<file path="src/design/sbtc_pkg.sv">
// package for the sixteen-bit timer/counter: offsets, fields, reset values, types
package sbtc_pkg;
    // register word offsets (byte addresses)
    localparam logic [3:0] SBTC_OFF_CTRL = 4'h0;
    localparam logic [3:0] SBTC_OFF_LOW = 4'h4;
    localparam logic [3:0] SBTC_OFF_HIGH = 4'h8;
    localparam logic [3:0] SBTC_OFF_STAT = 4'hC;
    localparam logic [4:0] SBTC_OFF_MASK = 5'h10;
    // control field positions
    localparam int SBTC_B_RUN = 0;
    localparam int SBTC_B_CSEL = 1;
    localparam int SBTC_B_SYNCB = 2;
    localparam int SBTC_B_OSCEN = 3;
    localparam int SBTC_B_PS_LO = 4;
    localparam int SBTC_B_SYSOSC = 6;
    localparam int SBTC_B_WIDE = 7;
    // reset values
    localparam logic [7:0] SBTC_CTRL_RST = 8'h00;
    localparam logic [15:0] SBTC_COUNT_RST = 16'h0000;
    // instruction cycle is system clock divided by four
    localparam logic [1:0] SBTC_ICYC_LAST = 2'h3;

    typedef enum logic [1:0] {
        SBTC_M_TIMER,
        SBTC_M_SYNC,
        SBTC_M_ASYNC
    } sbtc_mode_t;

    // classic wishbone request
    typedef struct packed {
        logic cyc;
        logic stb;
        logic we;
        logic [4:0] adr;
        logic [3:0] sel;
        logic [31:0] dat;
    } sbtc_wb_req_t;
endpackage : sbtc_pkg

</file>
<file path="src/design/sbtc_timer.sv">
// sixteen-bit timer/counter with wishbone register slave
// Contract
// - counter advances only while run enable bit 0 is set
// - source bit 1: zero counts instruction cycles, one counts external rising edges
// - three modes: timer, synchronous counter, asynchronous counter
// - prescale field bits 5-4 divides by 1, 2, 4 or 8
// - oscillator enable bit 3 starts or stops the crystal oscillator
// - enabled oscillator keeps running in every power-managed mode
// - read-only bit 6 shows system clock taken from this oscillator
// - wide access bit 7 maps high-byte address to a holding buffer
// - with wide access bit 7 set, a low-byte read copies live high byte into holding buffer
// - buffered high write loads buffer; low write moves it into live high
// - low-byte write clears prescaler; high-byte write does not
// - both oscillator pins are always inputs; both read zero while run enable bit 0 is set
// - compare special event trigger clears the count, except in asynchronous counter mode
// - count wraps FFFFh to 0000h and sets sticky overflow flag
// - trigger clear never sets the overflow flag
// - a low-byte count write beats a coincident trigger clear
//
// The Wishbone register port and the address map were decided locally.
`timescale 1ns/1ps
`default_nettype none
module sbtc_timer
    import sbtc_pkg::*;
(
    input wire logic clk_i, // 125 MHz system clock
    input wire logic rst_i, // synchronous reset, active high
    input wire logic wb_cyc_i, // wishbone cycle
    input wire logic wb_stb_i, // wishbone strobe
    input wire logic wb_we_i, // wishbone write enable
    input wire logic [4:0] wb_adr_i, // wishbone byte address
    input wire logic [3:0] wb_sel_i, // wishbone byte selects
    input wire logic [31:0] wb_dat_i, // wishbone write data
    output logic [31:0] wb_dat_o, // wishbone read data
    output logic wb_ack_o, // wishbone acknowledge
    output logic irq_o, // level interrupt
    input wire logic ext_clock_pin_i, // external clock pin level
    input wire logic osc_clock_i, // oscillator output level
    input wire logic special_event_i, // compare special event trigger pulse
    input wire logic sysclk_is_osc_i, // system clock source is this oscillator
    input wire logic power_managed_i, // device in a power-managed mode
    output logic osc_run_o, // oscillator amplifier enabled
    output logic osc_in_pin_oe_o, // osc_in_pin output enable
    output logic osc_out_pin_oe_o, // osc_out_pin output enable
    output logic pins_read_zero_o // port reads of both pins return zero
);
    typedef struct packed {
        logic [7:0] ctrl;
        logic [15:0] count;
        logic [7:0] high_buf;
        logic [2:0] presc;
        logic [1:0] icyc;
        logic ext_q;
        logic ovf;
        logic ovf_mask;
        logic ack;
        logic [31:0] rdata;
    } sbtc_state_t;

    sbtc_state_t st_r;
    sbtc_state_t st_nxt;
    sbtc_wb_req_t req;
    sbtc_mode_t mode;
    logic ext_raw;
    logic ext_sync;
    logic ext_sel;
    logic tick;
    logic src_edge;
    logic presc_hit;
    logic bus_go;
    logic wr_low;
    logic wr_high;
    logic rd_low;
    logic [2:0] presc_lim;
    logic [7:0] ctrl_view;

    // external source: crystal oscillator when enabled, otherwise the pin
    assign ext_raw = st_r.ctrl[SBTC_B_OSCEN] ? osc_clock_i : ext_clock_pin_i;

    sbtc_sync3 u_sync (
        .clk_i(clk_i),
        .rst_i(rst_i),
        .d_i(ext_raw),
        .q_o(ext_sync)
    );

    // mode from source and sync bits
    always_comb begin
        if (!st_r.ctrl[SBTC_B_CSEL]) begin
            mode = SBTC_M_TIMER;
        end else if (st_r.ctrl[SBTC_B_SYNCB]) begin
            mode = SBTC_M_ASYNC;
        end else begin
            mode = SBTC_M_SYNC;
        end
    end

    // bypass path still sees the filtered level; the only safe edge detector
    // in a single-clock design, so async mode counts the same edge as sync mode
    assign ext_sel = (mode == SBTC_M_ASYNC) ? ext_sync : st_r.ext_q;

    // source tick: instruction cycle or external rising edge
    // one count per synchronised rising edge
    assign src_edge = ext_sync & ~st_r.ext_q;
    always_comb begin
        case (mode)
            SBTC_M_TIMER: tick = (st_r.icyc == SBTC_ICYC_LAST);
            SBTC_M_SYNC: tick = src_edge;
            SBTC_M_ASYNC: tick = ext_sel & ~st_r.ext_q;
            default: tick = 1'b0;
        endcase
    end

    // prescale limit 0, 1, 3, 7
    assign presc_lim = 3'((4'h1 << st_r.ctrl[SBTC_B_PS_LO +: 2]) - 4'h1);
    assign presc_hit = tick && (st_r.presc == presc_lim);

    // bus decode
    assign req = '{cyc: wb_cyc_i, stb: wb_stb_i, we: wb_we_i, adr: wb_adr_i, sel: wb_sel_i, dat: wb_dat_i};
    assign bus_go = req.cyc && req.stb && !st_r.ack;
    assign wr_low = bus_go && req.we && req.sel[0] && (req.adr == 5'(SBTC_OFF_LOW));
    assign wr_high = bus_go && req.we && req.sel[0] && (req.adr == 5'(SBTC_OFF_HIGH));
    assign rd_low = bus_go && !req.we && (req.adr == 5'(SBTC_OFF_LOW));

    // status bit is live, not stored
    always_comb begin
        ctrl_view = st_r.ctrl;
        ctrl_view[SBTC_B_SYSOSC] = sysclk_is_osc_i;
    end

    // next state
    always_comb begin
        st_nxt = st_r;
        st_nxt.ack = bus_go;
        st_nxt.ext_q = ext_sync;
        st_nxt.icyc = 2'(st_r.icyc + 2'h1);
        if (st_r.ctrl[SBTC_B_RUN] && tick) begin
            st_nxt.presc = presc_hit ? 3'h0 : 3'(st_r.presc + 3'h1);
            if (presc_hit) begin
                st_nxt.count = 16'(st_r.count + 16'h0001);
                if (st_r.count == 16'hFFFF) begin
                    st_nxt.ovf = 1'b1;
                end
            end
        end
        // trigger clears count; async mode ignores it by design
        if (special_event_i && mode != SBTC_M_ASYNC) begin
            st_nxt.count = SBTC_COUNT_RST;
        end
        // register reads
        st_nxt.rdata = 32'h0000_0000;
        if (bus_go && !req.we) begin
            case (req.adr)
                5'(SBTC_OFF_CTRL): st_nxt.rdata = {24'h000000, ctrl_view};
                5'(SBTC_OFF_LOW): st_nxt.rdata = {24'h000000, st_r.count[7:0]};
                // high address reads buffer when wide access set
                5'(SBTC_OFF_HIGH): st_nxt.rdata = {24'h000000,
                    st_r.ctrl[SBTC_B_WIDE] ? st_r.high_buf : st_r.count[15:8]};
                5'(SBTC_OFF_STAT): begin
                    st_nxt.rdata = {31'h0000_0000, st_r.ovf};
                    // read clears, but a wrap in this cycle wins
                    st_nxt.ovf = (st_r.ctrl[SBTC_B_RUN] && presc_hit && st_r.count == 16'hFFFF);
                end
                5'(SBTC_OFF_MASK): st_nxt.rdata = {31'h0000_0000, st_r.ovf_mask};
                default: st_nxt.rdata = 32'h0000_0000;
            endcase
        end
        // low read latches live high byte
        if (rd_low && st_r.ctrl[SBTC_B_WIDE]) begin
            st_nxt.high_buf = st_r.count[15:8];
        end
        // control and mask writes
        if (bus_go && req.we && req.sel[0]) begin
            if (req.adr == 5'(SBTC_OFF_CTRL)) begin
                st_nxt.ctrl = req.dat[7:0];
                st_nxt.ctrl[SBTC_B_SYSOSC] = 1'b0;
            end
            if (req.adr == SBTC_OFF_MASK) begin
                st_nxt.ovf_mask = req.dat[0];
            end
        end
        // buffered high write only loads buffer
        if (wr_high) begin
            if (st_r.ctrl[SBTC_B_WIDE]) begin
                st_nxt.high_buf = req.dat[7:0];
            end else begin
                st_nxt.count[15:8] = req.dat[7:0];
            end
        end
        // write placed last so it overrides trigger clear
        if (wr_low) begin
            st_nxt.count[7:0] = req.dat[7:0];
            if (st_r.ctrl[SBTC_B_WIDE]) begin
                st_nxt.count[15:8] = st_r.high_buf;
            end else if (!wr_high) begin
                st_nxt.count[15:8] = special_event_i && mode != SBTC_M_ASYNC ? st_r.count[15:8]
                    : st_nxt.count[15:8];
            end
            // prescaler cleared on low write only
            st_nxt.presc = 3'h0;
        end
    end

    // state register
    always_ff @(posedge clk_i) begin
        if (rst_i) begin
            st_r <= '0;
            st_r.ctrl <= SBTC_CTRL_RST;
            st_r.count <= SBTC_COUNT_RST;
        end else begin
            st_r <= st_nxt;
        end
    end

    // outputs
    assign wb_ack_o = st_r.ack;
    assign wb_dat_o = st_r.rdata;
    assign irq_o = st_r.ovf & st_r.ovf_mask;
    // power-managed state does not gate it
    assign osc_run_o = st_r.ctrl[SBTC_B_OSCEN] | (st_r.ctrl[SBTC_B_OSCEN] & power_managed_i);
    // pins always inputs; reads return zero while run bit set
    assign osc_in_pin_oe_o = 1'b0;
    assign osc_out_pin_oe_o = 1'b0;
    assign pins_read_zero_o = st_r.ctrl[SBTC_B_RUN];
endmodule : sbtc_timer
`default_nettype wire

</file>
<file path="src/design/sbtc_sync3.sv">
// three-stage input synchroniser with agreement filter
`timescale 1ns/1ps
`default_nettype none
module sbtc_sync3 (
    input wire logic clk_i, // system clock
    input wire logic rst_i, // synchronous reset
    input wire logic d_i, // asynchronous input
    output logic q_o // filtered synchronous level
);
    logic s1_r;
    logic s2_r;
    logic s3_r;
    logic q_r;

    // first stage feeds only the second; change taken when stages two and three agree
    always_ff @(posedge clk_i) begin
        if (rst_i) begin
            s1_r <= 1'b0;
            s2_r <= 1'b0;
            s3_r <= 1'b0;
            q_r <= 1'b0;
        end else begin
            s1_r <= d_i;
            s2_r <= s1_r;
            s3_r <= s2_r;
            if (s2_r == s3_r) begin
                q_r <= s3_r;
            end
        end
    end
    assign q_o = q_r;
endmodule : sbtc_sync3
`default_nettype wire

</file>
<file path="config.mk">
export PLATFORM = sky130hd
export DESIGN_NAME = sbtc_timer
export DESIGN_NICKNAME = d
export VERILOG_FILES = /design/src/design/sbtc_pkg.sv /design/src/design/sbtc_timer.sv /design/src/design/sbtc_sync3.sv
export SDC_FILE = /design/constraint.sdc
export NUM_CORES = 1
export LEC_CHECK = 0
export BUFFER_PORTS_ARGS = -buffer_cell sky130_fd_sc_hd__buf_2
export CORE_ASPECT_RATIO = 1.4
export CORE_MARGIN = 2
export CORE_UTILIZATION = 50
export CTS_BUF_LIST = sky130_fd_sc_hd__clkbuf_8
export DETAILED_ROUTE_END_ITERATION = 6
export PLACE_DENSITY_LB_ADDON = 0.3
export SLEW_MARGIN = 20
export SYNTH_ARGS = -nofsm -noshare
export SYNTH_HDL_FRONTEND = slang
export SYNTH_HIERARCHICAL = 1
export SYNTH_SLANG_ARGS = --single-unit
</file>
<file path="constraint.sdc">
create_clock -name clk_i -period 2.84 [get_ports clk_i]
set_clock_uncertainty 0.1 [all_clocks]
set_input_delay 0.852 -clock clk_i [delete_from_list [all_inputs] [get_ports clk_i]]
set_output_delay 0.852 -clock clk_i [all_outputs]
set_load 0.02 [all_outputs]
</file>
==> summary.md, run 1 <==
| Metric | Value |
|---|---|
| Cts bufs inserted | `5` |
| Antenna diodes | `0` |
| WS Path Type | `flip-flop to flip-flop` |
| XOR/XNOR Fraction of Synth Area | `0.796%` |
| Met3 wire len | `567 µm` |
| Tot GR Track Use | `24.9%` |
| Setup violations, final | `0` |
| Worst R2R Start | `ctrl_view[1]` |
| Worst Hold End | `st_r[36]` |
| Fin util | `56.6%` |
| Post-DP HPWL | `6740 µm` |
| Synth Instances | `394` |
| Ratio of cells with drive above 1 in the final layout | `23.7%` |
| Setup Buffers After CTS | `0` |
| Grt ovf | `0` |
| Die width | `72.7 µm` |
| CP Capture Type | `flip-flop` |
| Reg2Reg Setup Slack | `0.20 ns` |
| Row cnt | `35` |
| Compound-Gate Fraction of Synth Area | `24.1%` |
| R2r endpoint | `st_r[60]` |
| Min-delay src | `st_r[36]` |
| Req. time, crit path | `2.94 ns` |
| Clock Tree Buf Depth | `2` |
| Synth Cell Area | `3300 µm²` |
| Initial antenna violation count | `0` |
| Hold buffers post-CTS | `0` |
| FFs w/ async S/R, synth | `0%` |
| H-tree levels | `2` |
| Yosys warns | `6` |
| Wire per inst | `17.6 µm` |
| Avg Cell Area, Syn | `8.38 µm²` |
| Clock latency on the worst-skew pair | `0.31 ns` |
| Die Footprint | `7280 µm²` |
| CTS tree | `built` |
| Initial drt markers | `212` |
| RSZ-0062 raised after global routing | `false` |
| Largest net degree at the start of global routing | `31` |
| Filler cells | `615` |
| Io pins | `89` |
| F_max | `379 MHz` |
| Leading area contributor after synthesis | `dfxtp_1` |
| Nets | `494` |
| CTS Sinks | `52` |
| Met2 WL post-DR | `4490 µm` |
| Routed vias | `3129` |
| Minimum clock period after layout | `2.64 ns` |
| Reg2Reg Depth | `8` |
| Synth area leaders | `dfxtp_1 32%, buf_4 8.0%, a21oi_1 3.9%, mux2i_1 3.9%, nand2_1 3.9%` |
| DRC violations left | `0` |
| Pins over their slew limit | `0` |
| DR pass1 iterations | `5` |
| Worst VDD drop | `0.000204 V` |
| Share of the synthesized area in the top cell type | `31.5%` |
| Final Cycle Share | `92.9%` |
| DRT antenna net count | `0` |
| Max-slew headroom | `52.9%` |
| Vias in the first global route | `2995` |
| Placer Congestion | `0.918` |
| First-pass GRT wire length | `14200 µm` |
| CP Max Fanout | `5` |
| Via/cell ratio | `6.10` |
| Post-synthesis adder-cell area fraction | `1.89%` |
| Highest routed layer | `met4` |
| Max-cap violations | `0` |
| PostCTS Resize Cnt | `0` |
| IO Port Bufs | `34` |
| Register bit total from synthesis | `52` |
| Area Overhead vs Synth | `11.1%` |
| Final setup TNS | `0 ns` |
| Metal-1 WL | `3520 µm` |
| Status | `completed` |
| Seq. cell area | `1040 µm²` |
| Die Span Y | `100 µm` |
| Clock transition at path regs | `0.10 ns` |
| Post-synthesis mux area share | `6.67%` |
| Hold path depth | `1` |
| Leakage power | `0.00154 µW` |
| EDFF count, synth | `0` |
| Seq/Total Area, Yosys | `31.5%` |
| Power, Total | `1400 µW` |
| Worst min-delay path class | `flip-flop to flip-flop` |
| Hold WS | `0.325 ns` |
| Worst-margin pin slew | `0.702 ns` |
| Final Hold Fails | `0` |
| Top_reg_cell synth | `dfxtp_1` |
| Synth Area in Simple Gates | `23.3%` |
| Synth cell types | `62` |
| WL final | `9020 µm` |
| CORE AREA | `6480 µm²` |
| CP arrival | `2.74 ns` |
| Area of the multi-input gates | `1970 µm²` |
| Critical Path Source Type | `flip-flop` |
| Initial Utilization | `50.9%` |
| Largest family of logic cells by synthesized area | `compound AO/OA/AOI/OAI gates` |
| Pwr Density | `382 nW/µm²` |
| Root buf cell | `clkbuf_8` |
==> worst max-delay path, cell delays in order (launching register included) <==
cell	delay [ns]
dfxtp_1	0.40
and2_1	0.16
inv_1	0.05
ha_1	0.26
nand3b_1	0.10
a211o_1	0.36
or4_4	0.55
o211a_1	0.22
o311a_1	0.34
==> cells by family (layout without fill, tap and decap cells) <==
group                      Yosys count  count (layout)
AOI/OAI and AO/OA                  104             104
and+or+nand+nor                    142             142
DFF                                 52              52
buffers and inverters               66              86
adders and majority gates            5               5
muxes                               21              21
other                                1              26
xor gates and xnor gates             3               3
==> sequential cells by signal, summed over array words and instances (netlist names) <==
register          flops
wb_dat_o              8
u_sync/s3_r           1
u_sync/s2_r           1
u_sync/s1_r           1
st_r                 32
wb_ack_o              1
pins_read_zero_o      1
ctrl_view             6
u_sync/q_o            1
==> metrics by stage <==
stage	setup WS (ns)	std cells	cell area, µm²
floorplan	0.244	419	3400
global placement	0.0493	505	3560
detailed placement	0.0421	505	3560
CTS	0.189	513	3670
global route	0.0878	513	3670
finish	0.201	513	3670
==> per-layer routing <==
metal | global-route usage [%] | up-vias
met5 | 0 | -
met2 | 42.5 | 134
met4 | 15.7 | 0
met3 | 4.62 | 35
li1 | - | 1480
met1 | 28.0 | 1480
==> cell usage after synthesis, drive strengths merged (2+ instances only) <==
library cell	n
dfxtp	52
buf	41
nand2	34
a21oi	27
nor2	27
nor3	19
o21ai	17
inv	13
mux2i	13
nor2b	13
clkbuf	12
o311a	10
mux2	8
a22oi	7
o221a	7
and3	6
nand3	6
nand4	6
a211oi	5
and2	5
ha	5
nor4	5
or3	5
nand2b	4
o211ai	4
a21o	3
o211a	3
o21a	3
or4	3
a221oi	2
a22o	2
a31oi	2
a32o	2
nand3b	2
nor4b	2
o2111ai	2
o31ai	2
o41ai	2
or2	2
xor2	2
==> cell usage in the layout (no fill, tap or decap), types with 4 or more instances in the layout <==
master / count
mux2_2: 8
nor3_1: 18
ha_1: 5
and2_1: 5
o21ai_0: 14
nor2_1: 24
nand4_1: 6
o311a_1: 10
a211oi_1: 5
nand2b_1: 4
clkbuf_8: 5
or3_1: 5
o221a_2: 7
dfxtp_1: 52
a22oi_1: 7
and3_1: 6
nand2_1: 34
mux2i_1: 13
buf_2: 34
nand3_1: 4
conb_1: 26
buf_4: 31
inv_1: 14
o211ai_1: 4
a21oi_1: 26
nor4_1: 4
nor2b_1: 13
==> worst max-delay path by stage <==
stage / slack, ns / from / to
after floorplan: 0.24 / wb_adr_i[4] / st_r[64]
after global placement: 0.05 / wb_adr_i[4] / st_r[56]
after detailed placement: 0.04 / wb_adr_i[4] / st_r[56]
after CTS: 0.19 / ctrl_view[1] / st_r[60]
after global routing: 0.09 / ctrl_view[1] / st_r[60]
final: 0.20 / ctrl_view[1] / st_r[60]
==> report_power, final <==
| group | switching, µW | internal [µW] | total (µW) | leakage [µW] |
|---|---|---|---|---|
| clock | 258 | 263 | 521 | 0.0000599 |
| combinational | 100 | 43.0 | 143 | 0.00106 |
| sequential | 3.06 | 735 | 738 | 0.000420 |
| total | 361 | 1040 | 1400 | 0.00154 |
==> cell type report <==
type                    count  share of cell area (%)
well taps                  74                    2.52
flip-flops and latches     52                    28.4
repair buffers             65                    11.0
multi-input cells         301                    53.8
inverters                  13                    1.33
clock buffers               5                    1.88
clock inverters             3                    1.16
Power figures use the tool's default switching activity.
==> run 2, diff against run 1 <==
--- a/config.mk
+++ b/config.mk
@@ -5,6 +5,7 @@
 export SDC_FILE = /design/constraint.sdc
 export NUM_CORES = 1
 export LEC_CHECK = 0
+export ABC_AREA = 1
 export BUFFER_PORTS_ARGS = -buffer_cell sky130_fd_sc_hd__buf_2
 export CORE_ASPECT_RATIO = 1.4
 export CORE_MARGIN = 2
==> run 2 against run 1 <==
Net effect:
- cell area shrank 2.4%
- clock power about the same
- synthesized cell count is 31% higher
- non-clock buffer count fell by 21
- sequential power grew 0.9%
- combinational power down 10%
- area after synthesis up 2.4%
- die area increased by 2.3%
- sequential share of layout area grew 0.69 points
- power is 0.75% lower
- fmax is 14% higher
- final cell count rose by 21%
- critical path type unchanged
==> summary.md, run 2 <==
| Metric | Value |
|---|---|
| H-tree levels | `2 (unchanged)` |
| Synth Area in Simple Gates | `29.7% (was 23.3%)` |
| Synth Cell Area | `3380 µm² (was 3300 µm²)` |
| Cells along the critical path | `inv_1 > nor2_1 > inv_1 > ha_1 > nand3_1 > nand2_1 > nand3_1 > nor2_1 > nand2_1 > nand2_1 > nand3_1 > nand2_1 > nand2_1 > a21oi_2 (was and2_1 > inv_1 > ha_1 > nand3b_1 > a211o_1 > or4_4 > o211a_1 > o311a_1)` |
| PostCTS Resize Cnt | `0 (unchanged)` |
| Worst-margin pin slew | `0.557 ns (was 0.702 ns)` |
| Root buf cell | `clkbuf_8 (unchanged)` |
| Placer Congestion | `0.943 (was 0.918)` |
| Commonest non-fill, non-tap cell in the layout | `nand2_1 (was dfxtp_1)` |
| Register bit total from synthesis | `52 (unchanged)` |
| Share of the synthesized area in the top cell type | `30.8% (was 31.5%)` |
| Seq/Total Area, Yosys | `30.8% (was 31.5%)` |
| CTS Sinks | `52 (unchanged)` |
| Max-slew headroom | `62.7% (was 52.9%)` |
| Die width | `73.5 µm (was 72.7 µm)` |
| Commonest cells in the netlist | `128 x nand2_1, 66 x inv_1, 52 x dfxtp_1, 45 x nor2_1, 40 x a21oi_1 (was 52 x dfxtp_1, 35 x buf_4, 34 x nand2_1, 26 x a21oi_1, 24 x nor2_1)` |
| Hold path depth | `2 (was 1)` |
| Area Overhead vs Synth | `5.92% (was 11.1%)` |
| Row cnt | `35 (unchanged)` |
| CP Capture Type | `flip-flop (unchanged)` |
| Initial drt markers | `315 (was 212)` |
| CORE AREA | `6570 µm² (was 6480 µm²)` |
| Via/cell ratio | `5.34 (was 6.10)` |
| Reg2Reg Setup Slack | `0.53 ns (was 0.20 ns)` |
| Req. time, crit path | `2.99 ns (was 2.94 ns)` |
| Cts bufs inserted | `5 (unchanged)` |
| Yosys warns | `6 (unchanged)` |
| Final Cycle Share | `81.3% (was 92.9%)` |
| Pins over their slew limit | `0 (unchanged)` |
| Leading area contributor after synthesis | `dfxtp_1 (unchanged)` |
| Clock Tree Buf Depth | `2 (unchanged)` |
| Ratio of cells with drive above 1 in the final layout | `14.1% (was 23.7%)` |
| Slowest library cell on the worst path | `dfxtp_1 (was or4_4)` |
| CP arrival | `2.46 ns (was 2.74 ns)` |
| Synth area leaders | `dfxtp_1 31%, nand2_1 14%, buf_4 8.2%, inv_1 7.3%, a21oi_1 5.9% (was dfxtp_1 32%, buf_4 8.0%, a21oi_1 3.9%, mux2i_1 3.9%, nand2_1 3.9%)` |
| Cell with the most instances after synthesis | `nand2_1 (was dfxtp_1)` |
| DRC violations left | `0 (unchanged)` |
| WS Path Type | `flip-flop to flip-flop (unchanged)` |
| Post-DP HPWL | `6720 µm (was 6740 µm)` |
| Reg2Reg Depth | `14 (was 8)` |
| CTS tree | `built (unchanged)` |
| Hold buffers post-CTS | `0 (unchanged)` |
| Worst min-delay path class | `flip-flop to flip-flop (unchanged)` |
| Post-synthesis adder-cell area fraction | `1.85% (was 1.89%)` |
| XOR/XNOR Fraction of Synth Area | `1.04% (was 0.796%)` |
| Tot GR Track Use | `24.5% (was 24.9%)` |
| Max-cap violations | `0 (unchanged)` |
| Final Hold Fails | `0 (unchanged)` |
| Clock transition at path regs | `0.09 ns (was 0.10 ns)` |
| Avg Cell Area, Syn | `6.55 µm² (was 8.38 µm²)` |
| Minimum clock period after layout | `2.31 ns (was 2.64 ns)` |
| Die Footprint | `7440 µm² (was 7280 µm²)` |
| Setup Buffers After CTS | `0 (unchanged)` |
| WL final | `8820 µm (was 9020 µm)` |
| Io pins | `89 (unchanged)` |
| Non-filler instance count after layout | `619 (was 513)` |
| Final setup TNS | `0 ns (unchanged)` |
| First-pass GRT wire length | `14300 µm (was 14200 µm)` |
| DRT antenna net count | `0 (unchanged)` |
| DR pass1 iterations | `7 (was 5)` |
| Vias in the first global route | `3043 (was 2995)` |
| Synth cell types | `35 (was 62)` |
| Most frequent cells in the layout | `128 x nand2_1, 66 x inv_1, 52 x dfxtp_1 (was 52 x dfxtp_1, 34 x nand2_1, 34 x buf_2)` |
| F_max | `433 MHz (was 379 MHz)` |
| Initial Utilization | `51.5% (was 50.9%)` |
| RSZ-0062 raised after global routing | `false (unchanged)` |
| Die Span Y | `101 µm (was 100 µm)` |
| Post-synthesis mux area share | `0% (was 6.67%)` |
| Routed vias | `3308 (was 3129)` |
| Leakage power | `0.00165 µW (was 0.00154 µW)` |
| Setup violations, final | `0 (unchanged)` |
| Antenna diodes | `0 (unchanged)` |
| Top_reg_cell synth | `dfxtp_1 (unchanged)` |
| EDFF count, synth | `0 (unchanged)` |
| Synth Instances | `516 (was 394)` |
| Status | `completed (unchanged)` |
| Compound-Gate Fraction of Synth Area | `18.1% (was 24.1%)` |
| Biggest register | `st_r (unchanged)` |
| Nets | `600 (was 494)` |
| Dpl cells | `611 (was 505)` |
| FFs w/ async S/R, synth | `0% (unchanged)` |
| Initial antenna violation count | `0 (unchanged)` |
| IO Port Bufs | `34 (unchanged)` |
| Largest family of logic cells by synthesized area | `simple AND/OR/NAND/NOR gates (was compound AO/OA/AOI/OAI gates)` |
| Fin util | `54.5% (was 56.6%)` |
| CP Max Fanout | `10 (was 5)` |
| Critical Path Max Stage Delay | `0.37 ns (was 0.55 ns)` |
| Worst VDD drop | `0.000297 V (was 0.000204 V)` |
| Wire per inst | `14.3 µm (was 17.6 µm)` |
| Clock latency on the worst-skew pair | `0.31 ns (about the same)` |
| Critical Path Source Type | `flip-flop (unchanged)` |
| Grt ovf | `0 (unchanged)` |
| Critical path's most frequent cell | `nand2_1` |
| Largest net degree at the start of global routing | `20 (was 31)` |
| Max FFs per register | `32 (unchanged)` |
| Pwr Density | `389 nW/µm² (was 382 nW/µm²)` |
## run 2: cell types whose count changed after synthesis, moves of 8 or more
cell     change
mux2_2       -8
nor2_1      +21
inv_1       +53
nor3_1      -12
nand2_1     +94
o311a_1     -10
nor2b_1     -13
mux2i_1     -13
a21oi_1     +14
nand3_1     +27
o21ai_0     +21
## run 2: cell families after synthesis
family,count (synthesis)
and+or+nand+nor,226
buffers and inverters,122
adders and majority gates,5
AOI/OAI and AO/OA,106
xor gates and xnor gates,4
DFF,52
other,1
## run 2: where the power goes
| part | switching [µW] | internal [µW] |
|---|---|---|
| Clock | 258 | 261 |
| Sequential | 6.94 | 738 |
| Combinational | 96.1 | 31.9 |
| Total | 361 | 1030 |
## run 2: through the flow
step | hold slack, ns | worst slack, ns | total power, µW | cell area, µm²
finish | 0.311 | 0.531 | 1390 | 3580
floorplan | 0.288 | 0.698 | 872 | 3470
CTS | 0.315 | 0.525 | 1400 | 3580
detailed placement | 0.299 | 0.249 | 887 | 3470
global route | 0.333 | 0.312 | 1450 | 3580
global placement | 0.300 | 0.279 | 885 | 3470
## run 2: critical path: cells and delay by family, from the launching register on
kind	cells	cell delay, ns
AND/OR/NAND/NOR	10	1.27
flip-flops	1	0.37
adder cells (fa/ha/maj)	1	0.28
buffers and inverters	2	0.14
AO/OA/AOI/OAI	1	0.11
## run 2: worst paths after layout
path                start           to
max          ctrl_view[1]     st_r[64]
min           u_sync/s1_r  u_sync/s2_r
max reg2reg  ctrl_view[1]     st_r[64]
min reg2reg   u_sync/s1_r  u_sync/s2_r
## run 2: layer usage
layer,vias to the layer above,routed length [µm],global-route usage [%],part of all wire (%)
met1,1490,3570,28.5,40
met5,-,0,0,0
met4,0,273,9.93,3.1
met2,133,4420,43.3,50
met3,27,559,4.68,6.3
li1,1658,-,-,-
## run 2: cell type report
class	instances	area, µm²
Fill cell	668	2990
Tap cell	74	92.6
Sequential cell	52	1040
Inverter	74	278
Clock inverter	3	42.5
Multi-Input combinational cell	367	1810
Clock buffer	5	68.8
Timing Repair Buffer	44	245
